## src/hw/ssp_regs.vh

```
`ifndef SSP_REGS_VH
`define SSP_REGS_VH
`define SSP_W              8
`define SSP_IDX_HI         9
`define SSP_IDX_LO         2
`define SSP_IDX_PME_SOURCE_ENABLE_SIX    8'h0F
`define SSP_IDX_STS1       8'h10
`define SSP_IDX_STS2       8'h11
`define SSP_IDX_STS3       8'h12
`define SSP_IDX_STS4       8'h13
`define SSP_IDX_STS5       8'h14
`define SSP_IDX_EN1        8'h16
`define SSP_IDX_EN2        8'h17
`define SSP_IDX_EN3        8'h18
`define SSP_IDX_EN4        8'h19
`define SSP_IDX_EN5        8'h1A
`define SSP_RST_ZERO       8'h00
`define SSP_RST_STS1       8'h02
`define SSP_STS1_PAR_BIT   1
`define SSP_STS1_MASK      8'h9E
`define SSP_STS2_W1C       8'h3C
`define SSP_STS2_MASK      8'h3F
`define SSP_EN1_MASK       8'h9E
`define SSP_EN2_MASK       8'h3F
`define SSP_WORD_ZERO      32'h0000_0000
`endif

```

## src/hw/ssp_bank.v

```verilog
// Implementation choice: the Wishbone register port.
`timescale 1ns/1ns
`include "ssp_regs.vh"
module ssp_bank (
   input  wire        CLK_SYS,
   input  wire        RST_N,
   input  wire        MAIN_POWER_ON_RESET,
   input  wire        HARD_RESET,
   input  wire        SOFT_RESET,
   input  wire        WB_CYC,
   input  wire        WB_STB,
   input  wire        WB_WE,
   input  wire [9:0]  WB_ADR,
   input  wire [3:0]  WB_SEL,
   input  wire [31:0] WB_DAT_I,
   output reg  [31:0] WB_DAT_O,
   output reg         WB_ACK,
   input  wire        PARALLEL_PORT_ACTIVE,
   input  wire        PRINTER_ACK,
   input  wire        SECOND_SERIAL_IRQ,
   input  wire        FIRST_SERIAL_IRQ,
   input  wire        FLOPPY_IRQ,
   input  wire        MOUSE_IRQ,
   input  wire        KEYBOARD_IRQ,
   input  wire        WATCHDOG_EVENT,
   input  wire        SMBUS_EVENT,
   input  wire        FIRST_RING_INDICATE,
   input  wire        SECOND_RING_INDICATE,
   input  wire        KBC_PORT12_EVENT,
   input  wire        FAN_TACHOMETER_EVENT,
   input  wire [2:0]  GPIO_20_22,
   input  wire        GPIO_60,
   input  wire [3:0]  GPIO_24_27,
   input  wire [3:0]  GPIO_30_33,
   input  wire        GPIO_41,
   input  wire        GPIO_43,
   input  wire        GPIO_61,
   input  wire [7:0]  GPIO_50_57,
   input  wire [7:0]  WAKE_EVENT,
   output reg  [7:0]  WAKE_STATUS_BUS,
   output reg         GROUP_SYSMGMT_IRQ
);

   // Sticky status: a set in the clearing cycle wins
   function [`SSP_W-1:0] ssp_w1c;
      input [`SSP_W-1:0] cur;
      input [`SSP_W-1:0] set;
      input [`SSP_W-1:0] clr;
      begin
         ssp_w1c = set | (cur & ~clr);
      end
   endfunction

   reg               rst_meta;
   reg               rst_sync;
   reg [`SSP_W-1:0]  pme_source_enable_six;
   reg [`SSP_W-1:0]  sts1;
   reg [`SSP_W-1:0]  sts2;
   reg [`SSP_W-1:0]  sts3;
   reg [`SSP_W-1:0]  sts4;
   reg [`SSP_W-1:0]  sts5;
   reg [`SSP_W-1:0]  en1;
   reg [`SSP_W-1:0]  en2;
   reg [`SSP_W-1:0]  en3;
   reg [`SSP_W-1:0]  en4;
   reg [`SSP_W-1:0]  en5;
   reg [`SSP_W-1:0]  next_sts1;
   reg [`SSP_W-1:0]  next_sts2;
   reg [`SSP_W-1:0]  rd_byte;
   reg [`SSP_W-1:0]  clr2;
   reg [`SSP_W-1:0]  clr3;
   reg [`SSP_W-1:0]  clr4;
   reg [`SSP_W-1:0]  clr5;

   wire              req;
   wire              wr;
   wire [7:0]        idx;
   wire [`SSP_W-1:0] wdat;
   wire              warm_reset;
   wire [`SSP_W-1:0] src3;
   wire [`SSP_W-1:0] src4;
   wire [`SSP_W-1:0] src5;
   wire              group;

   assign req  = WB_CYC & WB_STB & ~WB_ACK;
   // Byte lane 0 carries each register; other lanes ignored
   assign wr   = req & WB_WE & WB_SEL[0];
   assign idx  = WB_ADR[`SSP_IDX_HI:`SSP_IDX_LO];
   assign wdat = WB_DAT_I[`SSP_W-1:0];
   assign warm_reset = MAIN_POWER_ON_RESET | HARD_RESET | SOFT_RESET;

   assign src3 = {GPIO_24_27, GPIO_60, GPIO_20_22};
   assign src4 = {GPIO_61, GPIO_43, FAN_TACHOMETER_EVENT,
                  GPIO_41, GPIO_30_33};
   assign src5 = GPIO_50_57;

   // Standby reset released through two stages
   always @(posedge CLK_SYS or negedge RST_N) begin
      if (!RST_N) begin
         rst_meta <= 1'b0;
         rst_sync <= 1'b0;
      end else begin
         rst_meta <= 1'b1;
         rst_sync <= rst_meta;
      end
   end

   always @* begin
      next_sts1 = `SSP_RST_ZERO;
      // Level sources; writes have no path in here
      next_sts1[`SSP_STS1_PAR_BIT] =
         PARALLEL_PORT_ACTIVE ? PRINTER_ACK : 1'b1;
      next_sts1[2] = SECOND_SERIAL_IRQ;
      next_sts1[3] = FIRST_SERIAL_IRQ;
      next_sts1[4] = FLOPPY_IRQ;
      next_sts1[7] = WATCHDOG_EVENT;
      if (warm_reset)
         next_sts1[`SSP_STS1_PAR_BIT] = 1'b1;
      next_sts1 = next_sts1 & `SSP_STS1_MASK;
   end

   always @* begin
      clr2 = `SSP_RST_ZERO;
      clr3 = `SSP_RST_ZERO;
      clr4 = `SSP_RST_ZERO;
      clr5 = `SSP_RST_ZERO;
      if (wr) begin
         case (idx)
            `SSP_IDX_STS2: clr2 = wdat & `SSP_STS2_W1C;
            `SSP_IDX_STS3: clr3 = wdat;
            `SSP_IDX_STS4: clr4 = wdat;
            `SSP_IDX_STS5: clr5 = wdat;
            default: clr2 = `SSP_RST_ZERO;
         endcase
      end
   end

   always @* begin
      next_sts2 = ssp_w1c(sts2,
         {2'b00, SECOND_RING_INDICATE, KBC_PORT12_EVENT,
          FIRST_RING_INDICATE, SMBUS_EVENT, 2'b00}, clr2);
      // Mouse and keyboard track their source levels
      next_sts2[0] = MOUSE_IRQ;
      next_sts2[1] = KEYBOARD_IRQ;
      next_sts2 = next_sts2 & `SSP_STS2_MASK;
   end

   always @* begin
      case (idx)
         `SSP_IDX_PME_SOURCE_ENABLE_SIX: rd_byte = pme_source_enable_six;
         `SSP_IDX_STS1:    rd_byte = sts1;
         `SSP_IDX_STS2:    rd_byte = sts2;
         `SSP_IDX_STS3:    rd_byte = sts3;
         `SSP_IDX_STS4:    rd_byte = sts4;
         `SSP_IDX_STS5:    rd_byte = sts5;
         `SSP_IDX_EN1:     rd_byte = en1;
         `SSP_IDX_EN2:     rd_byte = en2;
         `SSP_IDX_EN3:     rd_byte = en3;
         `SSP_IDX_EN4:     rd_byte = en4;
         `SSP_IDX_EN5:     rd_byte = en5;
         default:          rd_byte = `SSP_RST_ZERO;
      endcase
   end

   assign group = |(sts1 & en1) | |(sts2 & en2) | |(sts3 & en3)
                | |(sts4 & en4) | |(sts5 & en5);

   // Status and enable registers
   always @(posedge CLK_SYS or negedge rst_sync) begin
      if (!rst_sync) begin
         pme_source_enable_six <= `SSP_RST_ZERO;
         sts1    <= `SSP_RST_STS1;
         sts2    <= `SSP_RST_ZERO;
         sts3    <= `SSP_RST_ZERO;
         sts4    <= `SSP_RST_ZERO;
         sts5    <= `SSP_RST_ZERO;
         en1     <= `SSP_RST_ZERO;
         en2     <= `SSP_RST_ZERO;
         en3     <= `SSP_RST_ZERO;
         en4     <= `SSP_RST_ZERO;
         en5     <= `SSP_RST_ZERO;
      end else begin
         sts1 <= next_sts1;
         sts2 <= next_sts2;
         sts3 <= ssp_w1c(sts3, src3, clr3);
         sts4 <= ssp_w1c(sts4, src4, clr4);
         sts5 <= ssp_w1c(sts5, src5, clr5);
         if (wr) begin
            case (idx)
               `SSP_IDX_PME_SOURCE_ENABLE_SIX: pme_source_enable_six <= wdat;
               `SSP_IDX_EN1: en1 <= wdat & `SSP_EN1_MASK;
               `SSP_IDX_EN2: en2 <= wdat & `SSP_EN2_MASK;
               `SSP_IDX_EN3: en3 <= wdat;
               `SSP_IDX_EN4: en4 <= wdat;
               `SSP_IDX_EN5: en5 <= wdat;
               default: en5 <= en5;
            endcase
         end
      end
   end

   // Bus answer and outputs, all registered
   always @(posedge CLK_SYS or negedge rst_sync) begin
      if (!rst_sync) begin
         WB_ACK            <= 1'b0;
         WB_DAT_O          <= `SSP_WORD_ZERO;
         WAKE_STATUS_BUS   <= `SSP_RST_ZERO;
         GROUP_SYSMGMT_IRQ <= 1'b0;
      end else begin
         // Unmapped index still acked, reads zero
         WB_ACK   <= req;
         WB_DAT_O <= {24'h000000, rd_byte};
         WAKE_STATUS_BUS   <= pme_source_enable_six & WAKE_EVENT;
         GROUP_SYSMGMT_IRQ <= group;
      end
   end

endmodule // ssp_bank

```

## config.mk

```make
export PLATFORM = sky130hd
export DESIGN_NAME = ssp_bank
export DESIGN_NICKNAME = d
export VERILOG_FILES = /design/src/hw/ssp_bank.v
export VERILOG_INCLUDE_DIRS = /design/src /design/src/hw
export SDC_FILE = /design/constraint.sdc
export NUM_CORES = 1
export LEC_CHECK = 0
export BUFFER_PORTS_ARGS = -buffer_cell sky130_fd_sc_hd__clkbuf_2
export CAP_MARGIN = 40
export CORE_MARGIN = 1
export CORE_UTILIZATION = 58
export CTS_BUF_LIST = sky130_fd_sc_hd__clkbuf_8
export CTS_CLUSTER_DIAMETER = 120
export DETAILED_ROUTE_END_ITERATION = 7
export HOLD_SLACK_MARGIN = 0.05
export PLACE_DENSITY = 0.88
export SETUP_SLACK_MARGIN = 0.1
export SLEW_MARGIN = 20
export SYNTH_ARGS = -nofsm -noshare
export SYNTH_HDL_FRONTEND = slang
export SYNTH_SLANG_ARGS = --single-unit
```

## constraint.sdc

```tcl
create_clock -name CLK_SYS -period 6.75 [get_ports CLK_SYS]
set_clock_uncertainty 0.2 [all_clocks]
set_input_delay 0 -clock CLK_SYS [delete_from_list [all_inputs] [get_ports CLK_SYS]]
set_output_delay 0 -clock CLK_SYS [all_outputs]
set_load 0.005 [all_outputs]
```

==> run_results.csv, run 1 <==
group,metric,value,unit
worst_hold_path,min_delay_path_depth,2,
cells_and_area,area_delta_synth_final,30.77,%
clock_network,cts_max_level,3,
synthesis,ys_seq_elements,98,
cells_and_area,diodes,0,
routing,drt-vias-per-instance,6.297,
sta,setup_viol,0,
outcome,outcome,"finished clean",
power_and_ir_drop,combinationalPowerShare,0.110,
synthesis,ys_warn_count,0,
synthesis,syn_area,4770,sq um
worst_setup_path,end_kind,"flop",
power_and_ir_drop,power.leakage,2.764,nW
clock_network,clk_pin_slew,100,ps
routing,vias,4301,
clock_network,tritoncts,"done",
sta,timing.slew.headroom,0.4513,
synthesis,synth.avg_cell_area,11.60,sq um
routing,drt_iter0_drc,515,
clock_network,clock_latency,370,ps
power_and_ir_drop,switching_share,0.2699,
floorplan,dieArea,8590,sq um
floorplan,die_y,92.68,microns
placed_design,dp_hpwl,8701,microns
clock_network,postCtsSetupRepairBufs,0,
sta,max_freq,0.3027,GHz
synthesis,synth_edf_count,0,
worst_setup_path,crit_path_max_fanout,15,
cells_and_area,nets,674,
global_route,grt_pass1_wl,22830,microns
cells_and_area,drive_above_1_share,0.2806,
sta,rsz0062_at_grt,"no",
routing,routedLengthMet1,5383,microns
worst_setup_path,critPathKind,"in2reg",
worst_setup_path,r2r_end,"en3[5]$_DFFE_PN0P_",
floorplan,fp-row-count,32,
sta,worst_slack,3447,ps
routing,remaining_drc_errors,0,
floorplan,initial_core_util,0.6078,
worst_setup_path,cp_cell_sequence,"dlygate4sd3_1, clkbuf_2, or4b_1, nor2b_1, buf_4, nand4_1, a21o_1, dlygate4sd3_1",
cells_and_area,final_core_util,0.7948,
global_route,grt_max_degree,59,
worst_hold_path,whs_endpoint,"sts1[2]$_DFF_PN0_",
routing,wl,14600,microns
power_and_ir_drop,p_per_area,173.3,nW/um^2
power_and_ir_drop,seq_power_share,0.557,
power_and_ir_drop,clkPwrFrac,0.334,
placed_design,place.gp.congestion,0.9835,
floorplan,core,7848,sq um
routing,wl_per_cell,21.37,microns
worst_setup_path,timing.rr.start,"WB_ACK$_DFF_PN0_",
global_route,grt_pass1_vias,4475,
synthesis,yosysUniqueCellTypes,52,
sta,worst_slew_pin_slew,823.1,ps
synthesis,seq_area_frac_synth,0.5144,
placed_design,place_ws,3984,ps
worst_setup_path,crit_path_start_kind,"input pin",
synthesis,synthArstFlopShare,1.000,
clock_network,cts_root_buffer,"clkbuf_8",
worst_hold_path,hold_path.class,"in2reg",
routing,top_layer_used,"met4",
floorplan,pin_count,140,
global_route,grt_antenna_before_repair,0,
worst_setup_path,r2r_cells,5,
cells_and_area,final_common_cell,"dfrtp_1",
placed_design,io_buffers,86,
worst_setup_path,required,6810,ps
flow_run,cap_violations,0,
synthesis,ys.flop_type,"dfrtp_1",
worst_setup_path,worst_ep_arrival_time,3370,ps
routing,wl_met2,6956,microns
worst_setup_path,critPathTopFamily,"buffers and inverters",
floorplan,die_width,92.68,microns
power_and_ir_drop,power,1.081,mW
sta,slew_viol_final,0,
worst_setup_path,slowest_delay,810,ps
clock_network,cts_sinks,98,
clock_network,numCtsBuffers,9,
routing,ant_nets,0,
routing,wl_met3,1639,microns
worst_hold_path,worstHoldStart,"SECOND_SERIAL_IRQ",
power_and_ir_drop,peakVddDrop,0.0001321,V
cells_and_area,final_cell_mix,"dfrtp_1 (96), dlygate4sd3_1 (88), clkbuf_2 (86), mux2_2 (47)",
worst_setup_path,reg2reg_slack,4210,ps
clock_network,cts-resized-gates,0,
worst_setup_path,crit_top_cell,"dlygate4sd3_1",
worst_setup_path,crit_buf_inv,4,
power_and_ir_drop,p_int,789.0,uW
power_and_ir_drop,p_switching,291.7,uW
routing,drt_pass1_iterations,6,
sta,hold_violations,0,
worst_setup_path,cp_slowest_cell,"or4b_1",
sta,period_minus_slack,3303,ps
global_route,grt_usage,0.3586,
clock_network,max-clock-path-buffers,2,
sta,fin_crit_sh,0.4894,
synthesis,synthCells,411,
sta,whs,62.23,ps
sta,tns,0,ps
global_route,grt-ovfl-total,0,
==> metal layers <==
layer,vias to the layer above,GRT usage
li1,1818,-
met3,69,0.09031
met2,348,0.5796
met5,-,0
met4,0,0.1808
met1,2066,0.4487
==> worst reg2reg max path, stage by stage, from the launching register on <==
cell	delay, ps
dfrtp_1	390
and3b_1	320
and2_1	160
buf_4	340
and3_1	620
mux2_2	410
==> logic make-up (layout without fill, tap and decap cells) <==
family	Yosys count	in the layout	synth area share
and+or+nand+nor	111	111	0.1451
DFF	98	98	0.5144
AOI/OAI and AO/OA	90	90	0.1411
muxes	58	58	0.1341
buffers and inverters	52	199	0.06374
other	2	25	0.001575
==> through the flow <==
| stage | std cells | instance area (sq um) |
|---|---|---|
| floorplan | 434 | 4856 |
| global placement | 576 | 5147 |
| detailed placement | 577 | 5155 |
| CTS | 681 | 6221 |
| global route | 683 | 6237 |
| finish | 683 | 6237 |
==> sequential cells by signal, indices dropped and copies added, names as in the netlist, 5 cells and up <==
signal,count
en3,8
sts2,6
sts5,8
sts4,8
WB_DAT_O,8
WAKE_STATUS_BUS,8
en5,8
sts1,5
sts3,8
en4,8
pme_source_enable_six,8
en2,6
en1,5
==> cells in the mapped netlist (all sizes together) (4+ instances only) <==
| cell | n | area, sq um |
|---|---|---|
| dfrtp | 97 | 2427 |
| mux2 | 47 | 529.3 |
| buf | 37 | 246.5 |
| a21o | 25 | 187.7 |
| a22oi | 22 | 165.2 |
| nand3 | 22 | 115.1 |
| nand4 | 14 | 93.84 |
| clkbuf | 12 | 46.29 |
| mux2i | 11 | 110.1 |
| and2 | 10 | 62.56 |
| nand2 | 10 | 37.54 |
| nor2 | 10 | 37.54 |
| o21ai | 9 | 45.04 |
| nand2b | 8 | 50.05 |
| nand3b | 7 | 52.55 |
| nor2b | 7 | 43.79 |
| a21oi | 5 | 25.02 |
| a32oi | 5 | 43.79 |
| and3 | 5 | 31.28 |
| nor4 | 5 | 61.31 |
| o211ai | 5 | 37.54 |
| a22o | 4 | 35.03 |
| o32ai | 4 | 35.03 |
==> power groups by stage <==
stage	combinational, mW	clock [mW]	sequential (mW)
after global placement	0.0845	0	0.613
final	0.119	0.360	0.602
after CTS	0.113	0.359	0.602
after floorplan	0.0530	0	0.616
after global routing	0.127	0.388	0.603
after detailed placement	0.0860	0	0.613
==> worst max path at each step <==
| stage | cells past startpoint | end | slack [ps] | start |
|---|---|---|---|---|
| floorplan | 0 | GROUP_SYSMGMT_IRQ$_DFF_PN0_ | 3620 | rst_sync$_DFF_PN0_ |
| global placement | 6 | en1[2]$_DFFE_PN0P_ | 4000 | WB_ADR[6] |
| detailed placement | 5 | pme_source_enable_six[4]$_DFFE_PN0P_ | 3980 | WB_ADR[4] |
| CTS | 7 | sts4[1]$_DFF_PN0_ | 3540 | WB_ADR[6] |
| global route | 8 | sts5[6]$_DFF_PN0_ | 3420 | WB_ADR[6] |
| finish | 8 | sts5[6]$_DFF_PN0_ | 3450 | WB_ADR[6] |
==> repair_timing <==
action | CTS | global route
endpoints found under the hold margin | 93 | 0
hold buffers | 88 | 0
setup endpoints to repair | 0 | 0
==> layout make-up <==
class,instances,area [sq um]
flip-flops and latches,98,2457
multi-input cells,284,2098
fillers,487,1610
repair buffers,180,1358
well taps,102,127.6
clock buffers,9,123.9
clock inverters,7,61.31
inverters,3,11.26
(Power assumes the default switching activity.)
==> inputs of run 2 (changes only) <==
--- a/config.mk
+++ b/config.mk
@@ -6,15 +6,16 @@
 export SDC_FILE = /design/constraint.sdc
 export NUM_CORES = 1
 export LEC_CHECK = 0
+export ABC_AREA = 1
 export BUFFER_PORTS_ARGS = -buffer_cell sky130_fd_sc_hd__clkbuf_2
 export CAP_MARGIN = 40
 export CORE_MARGIN = 1
-export CORE_UTILIZATION = 58
+export CORE_UTILIZATION = 54
 export CTS_BUF_LIST = sky130_fd_sc_hd__clkbuf_8
 export CTS_CLUSTER_DIAMETER = 120
 export DETAILED_ROUTE_END_ITERATION = 7
 export HOLD_SLACK_MARGIN = 0.05
-export PLACE_DENSITY = 0.88
+export PLACE_DENSITY = 0.83
 export SETUP_SLACK_MARGIN = 0.1
 export SLEW_MARGIN = 20
 export SYNTH_ARGS = -nofsm -noshare
==> constraint.sdc (replaced) <==
create_clock -name CLK_SYS -period 3.1 [get_ports CLK_SYS]
set_clock_uncertainty 0.2 [all_clocks]
set_input_delay 0 -clock CLK_SYS [delete_from_list [all_inputs] [get_ports CLK_SYS]]
set_output_delay 0 -clock CLK_SYS [all_outputs]
set_load 0.005 [all_outputs]
==> run_results.csv, run 2 <==
group,metric,value,unit
cells_and_area,final_common_cell,"nand2_1",
outcome,outcome,"finished clean",
sta,slew_viol_final,0,
floorplan,dieArea,9437,sq um
synthesis,yosysTopAreaCell,"dfrtp_1",
worst_setup_path,required,3150,ps
placed_design,dp_hpwl,8942,microns
synthesis,synth.avg_cell_area,8.134,sq um
power_and_ir_drop,p_per_area,360.0,nW/um^2
sta,setup_viol,0,
cells_and_area,stdcell_area,6386,sq um
worst_setup_path,crit_path_max_fanout,14,
worst_setup_path,timing.rr.start,"WB_ACK$_DFF_PN0_",
cells_and_area,final_cell_mix,"nand2_1 (168), dfrtp_1 (96), dlygate4sd3_1 (89), clkbuf_2 (86), nand3_1 (79)",
cells_and_area,drive_above_1_share,0.1836,
clock_network,cts_max_level,3,
clock_network,numCtsBuffers,9,
cells_and_area,diodes,0,
global_route,grt-ovfl-total,0,
global_route,grt_usage,0.3020,
global_route,grt_pass1_wl,22400,microns
synthesis,seq_area_frac_synth,0.5019,
floorplan,die_y,97.15,microns
worst_setup_path,slowest_delay,590,ps
floorplan,core,8763,sq um
routing,remaining_drc_errors,0,
clock_network,cts_root_buffer,"clkbuf_8",
floorplan,initial_core_util,0.5578,
flow_run,cap_violations,0,
worst_setup_path,cp_cell_sequence,"dlygate4sd3_1, clkbuf_2, nand2_1, dlygate4sd3_1, nor2_4, nand2_1, o21ai_0, nand2_1, dlygate4sd3_1",
global_route,grt_pass1_vias,4761,
clock_network,postCtsSetupRepairBufs,0,
worst_setup_path,critPathKind,"in2reg",
sta,fin_crit_sh,0.9464,
clock_network,max-clock-path-buffers,2,
synthesis,yosys-top-cells-area,"dfrtp_1 (50%), nand2_1 (13%), nand3_1 (8.1%)",
sta,period_minus_slack,2934,ps
sta,worst_slew_pin_slew,607.0,ps
floorplan,die_width,97.15,microns
worst_setup_path,worst_ep_arrival_time,2980,ps
placed_design,place.gp.congestion,0.9157,
synthesis,ys.flop_type,"dfrtp_1",
synthesis,synthArstFlopShare,1.000,
routing,ant_nets,0,
sta,rsz0062_at_grt,"no",
sta,hold_violations,0,
synthesis,yosysUniqueCellTypes,26,
cells_and_area,fillCellCount,641,
synthesis,synth_common_cells,"nand2_1 (168), dfrtp_1 (97), nand3_1 (79)",
synthesis,synthCells,601,
worst_setup_path,cp_slowest_cell,"dlygate4sd3_1",
synthesis,synth_top_area_frac,0.4965,
worst_setup_path,crit_path_start_kind,"input pin",
synthesis,synth_edf_count,0,
power_and_ir_drop,peakVddDrop,0.0002603,V
power_and_ir_drop,power.leakage,3.154,nW
global_route,grt_max_degree,60,
routing,vias,4794,
sta,tns,0,ps
synthesis,syn_area,4888,sq um
floorplan,fp-row-count,34,
clock_network,cts_sinks,98,
global_route,grt_antenna_before_repair,0,
cells_and_area,area_delta_synth_final,30.64,%
routing,wl,13670,microns
worst_setup_path,cp-startpoint,"WB_WE",
routing,drt-vias-per-instance,5.405,
clock_network,clock_latency,370,ps
synthesis,ys_warn_count,0,
routing,drt_pass1_iterations,5,
clock_network,cts-resized-gates,0,
placed_design,io_buffers,86,
clock_network,ctsHoldBuffers,89,
cells_and_area,nets,872,
synthesis,ys_seq_elements,98,
sta,max_freq,0.3408,GHz
worst_setup_path,end_kind,"flop",
worst_hold_path,hold_path.class,"reg2async",
synthesis,synth.most_common_cell,"nand2_1",
floorplan,pin_count,140,
routing,drt_iter0_drc,415,
sta,timing.slew.headroom,0.5944,
clock_network,clk_pin_slew,100,ps
routing,wl_per_cell,15.41,microns
placed_design,placed_area,5295,sq um
clock_network,tritoncts,"done",
==> run 2: area by class of cell <==
| type | instances | area [sq um] | share of cell area |
|---|---|---|---|
| flip-flops and latches | 98 | 2457 | 0.3848 |
| multi-input cells | 421 | 1984 | 0.3107 |
| repair buffers | 178 | 1381 | 0.2163 |
| inverters | 66 | 247.7 | 0.03879 |
| clock buffers | 10 | 137.6 | 0.02155 |
| well taps | 108 | 135.1 | 0.02116 |
| clock inverters | 6 | 42.54 | 0.006661 |
==> run 2: cells by family (layout without fill, tap and decap cells) <==
group	Yosys count	count (layout)	share of synthesized area
simple gates	316	316	0.2915
other cells	2	25	0.001536
flops	98	98	0.5019
buf+inv	105	260	0.1098
compound gates	80	80	0.09521
==> run 2: final timing paths <==
| path | end | slack, ps | cells past startpoint |
|---|---|---|---|
| worst min register to register | sts1[2]$_DFF_PN0_ | 40 | 0 |
| max in group asynchronous | sts2[4]$_DFF_PN0_ | 1870 | 2 |
| worst max register to register | sts5[4]$_DFF_PN0_ | 530 | 7 |
| min in group CLK_SYS | sts1[2]$_DFF_PN0_ | 70 | 2 |
| worst max-delay path | sts5[4]$_DFF_PN0_ | 170 | 9 |
| worst min-delay path | sts1[2]$_DFF_PN0_ | 40 | 0 |
==> run 2: power breakdown <==
part / total [mW] / leakage [nW] / switching, mW / internal, mW
clock: 0.764 / 0.0941 / 0.449 / 0.315
sequential: 1.31 / 1.20 / 0.0154 / 1.29
combinational: 0.227 / 1.86 / 0.120 / 0.107
total: 2.30 / 3.15 / 0.585 / 1.71
==> run 2: critical path, delay by kind of cell <==
family                 cells  cell delay (ps)
and+or+nand+nor            4              920
buffers and inverters      4             1790
AOI/OAI and AO/OA          1              260
==> run 2: layer usage <==
layer,vias up,track usage,share of wire
met2,264,0.5217,0.51
met1,2268,0.3779,0.39
li1,2214,-,-
met4,0,0.1343,0.035
met3,48,0.04101,0.068
met5,-,0,0
==> run 2: per-stage QoR <==
stage | power, mW | setup slack (ps) | hold slack, ps | utilization | std cells
2_1_floorplan | 1.434 | 1254 | -495.6 | - | 624
3_3_place_gp | 1.488 | 1014 | -414.4 | 0.6042 | 781
3_5_place_dp | 1.492 | 941.3 | -409.9 | 0.6042 | 781
4_1_cts | 2.292 | 222.0 | 54.69 | 0.7264 | 886
5_1_grt | 2.378 | 114.1 | 80.38 | 0.7287 | 887
6_report | 2.299 | 166.1 | 42.11 | 0.7287 | 887
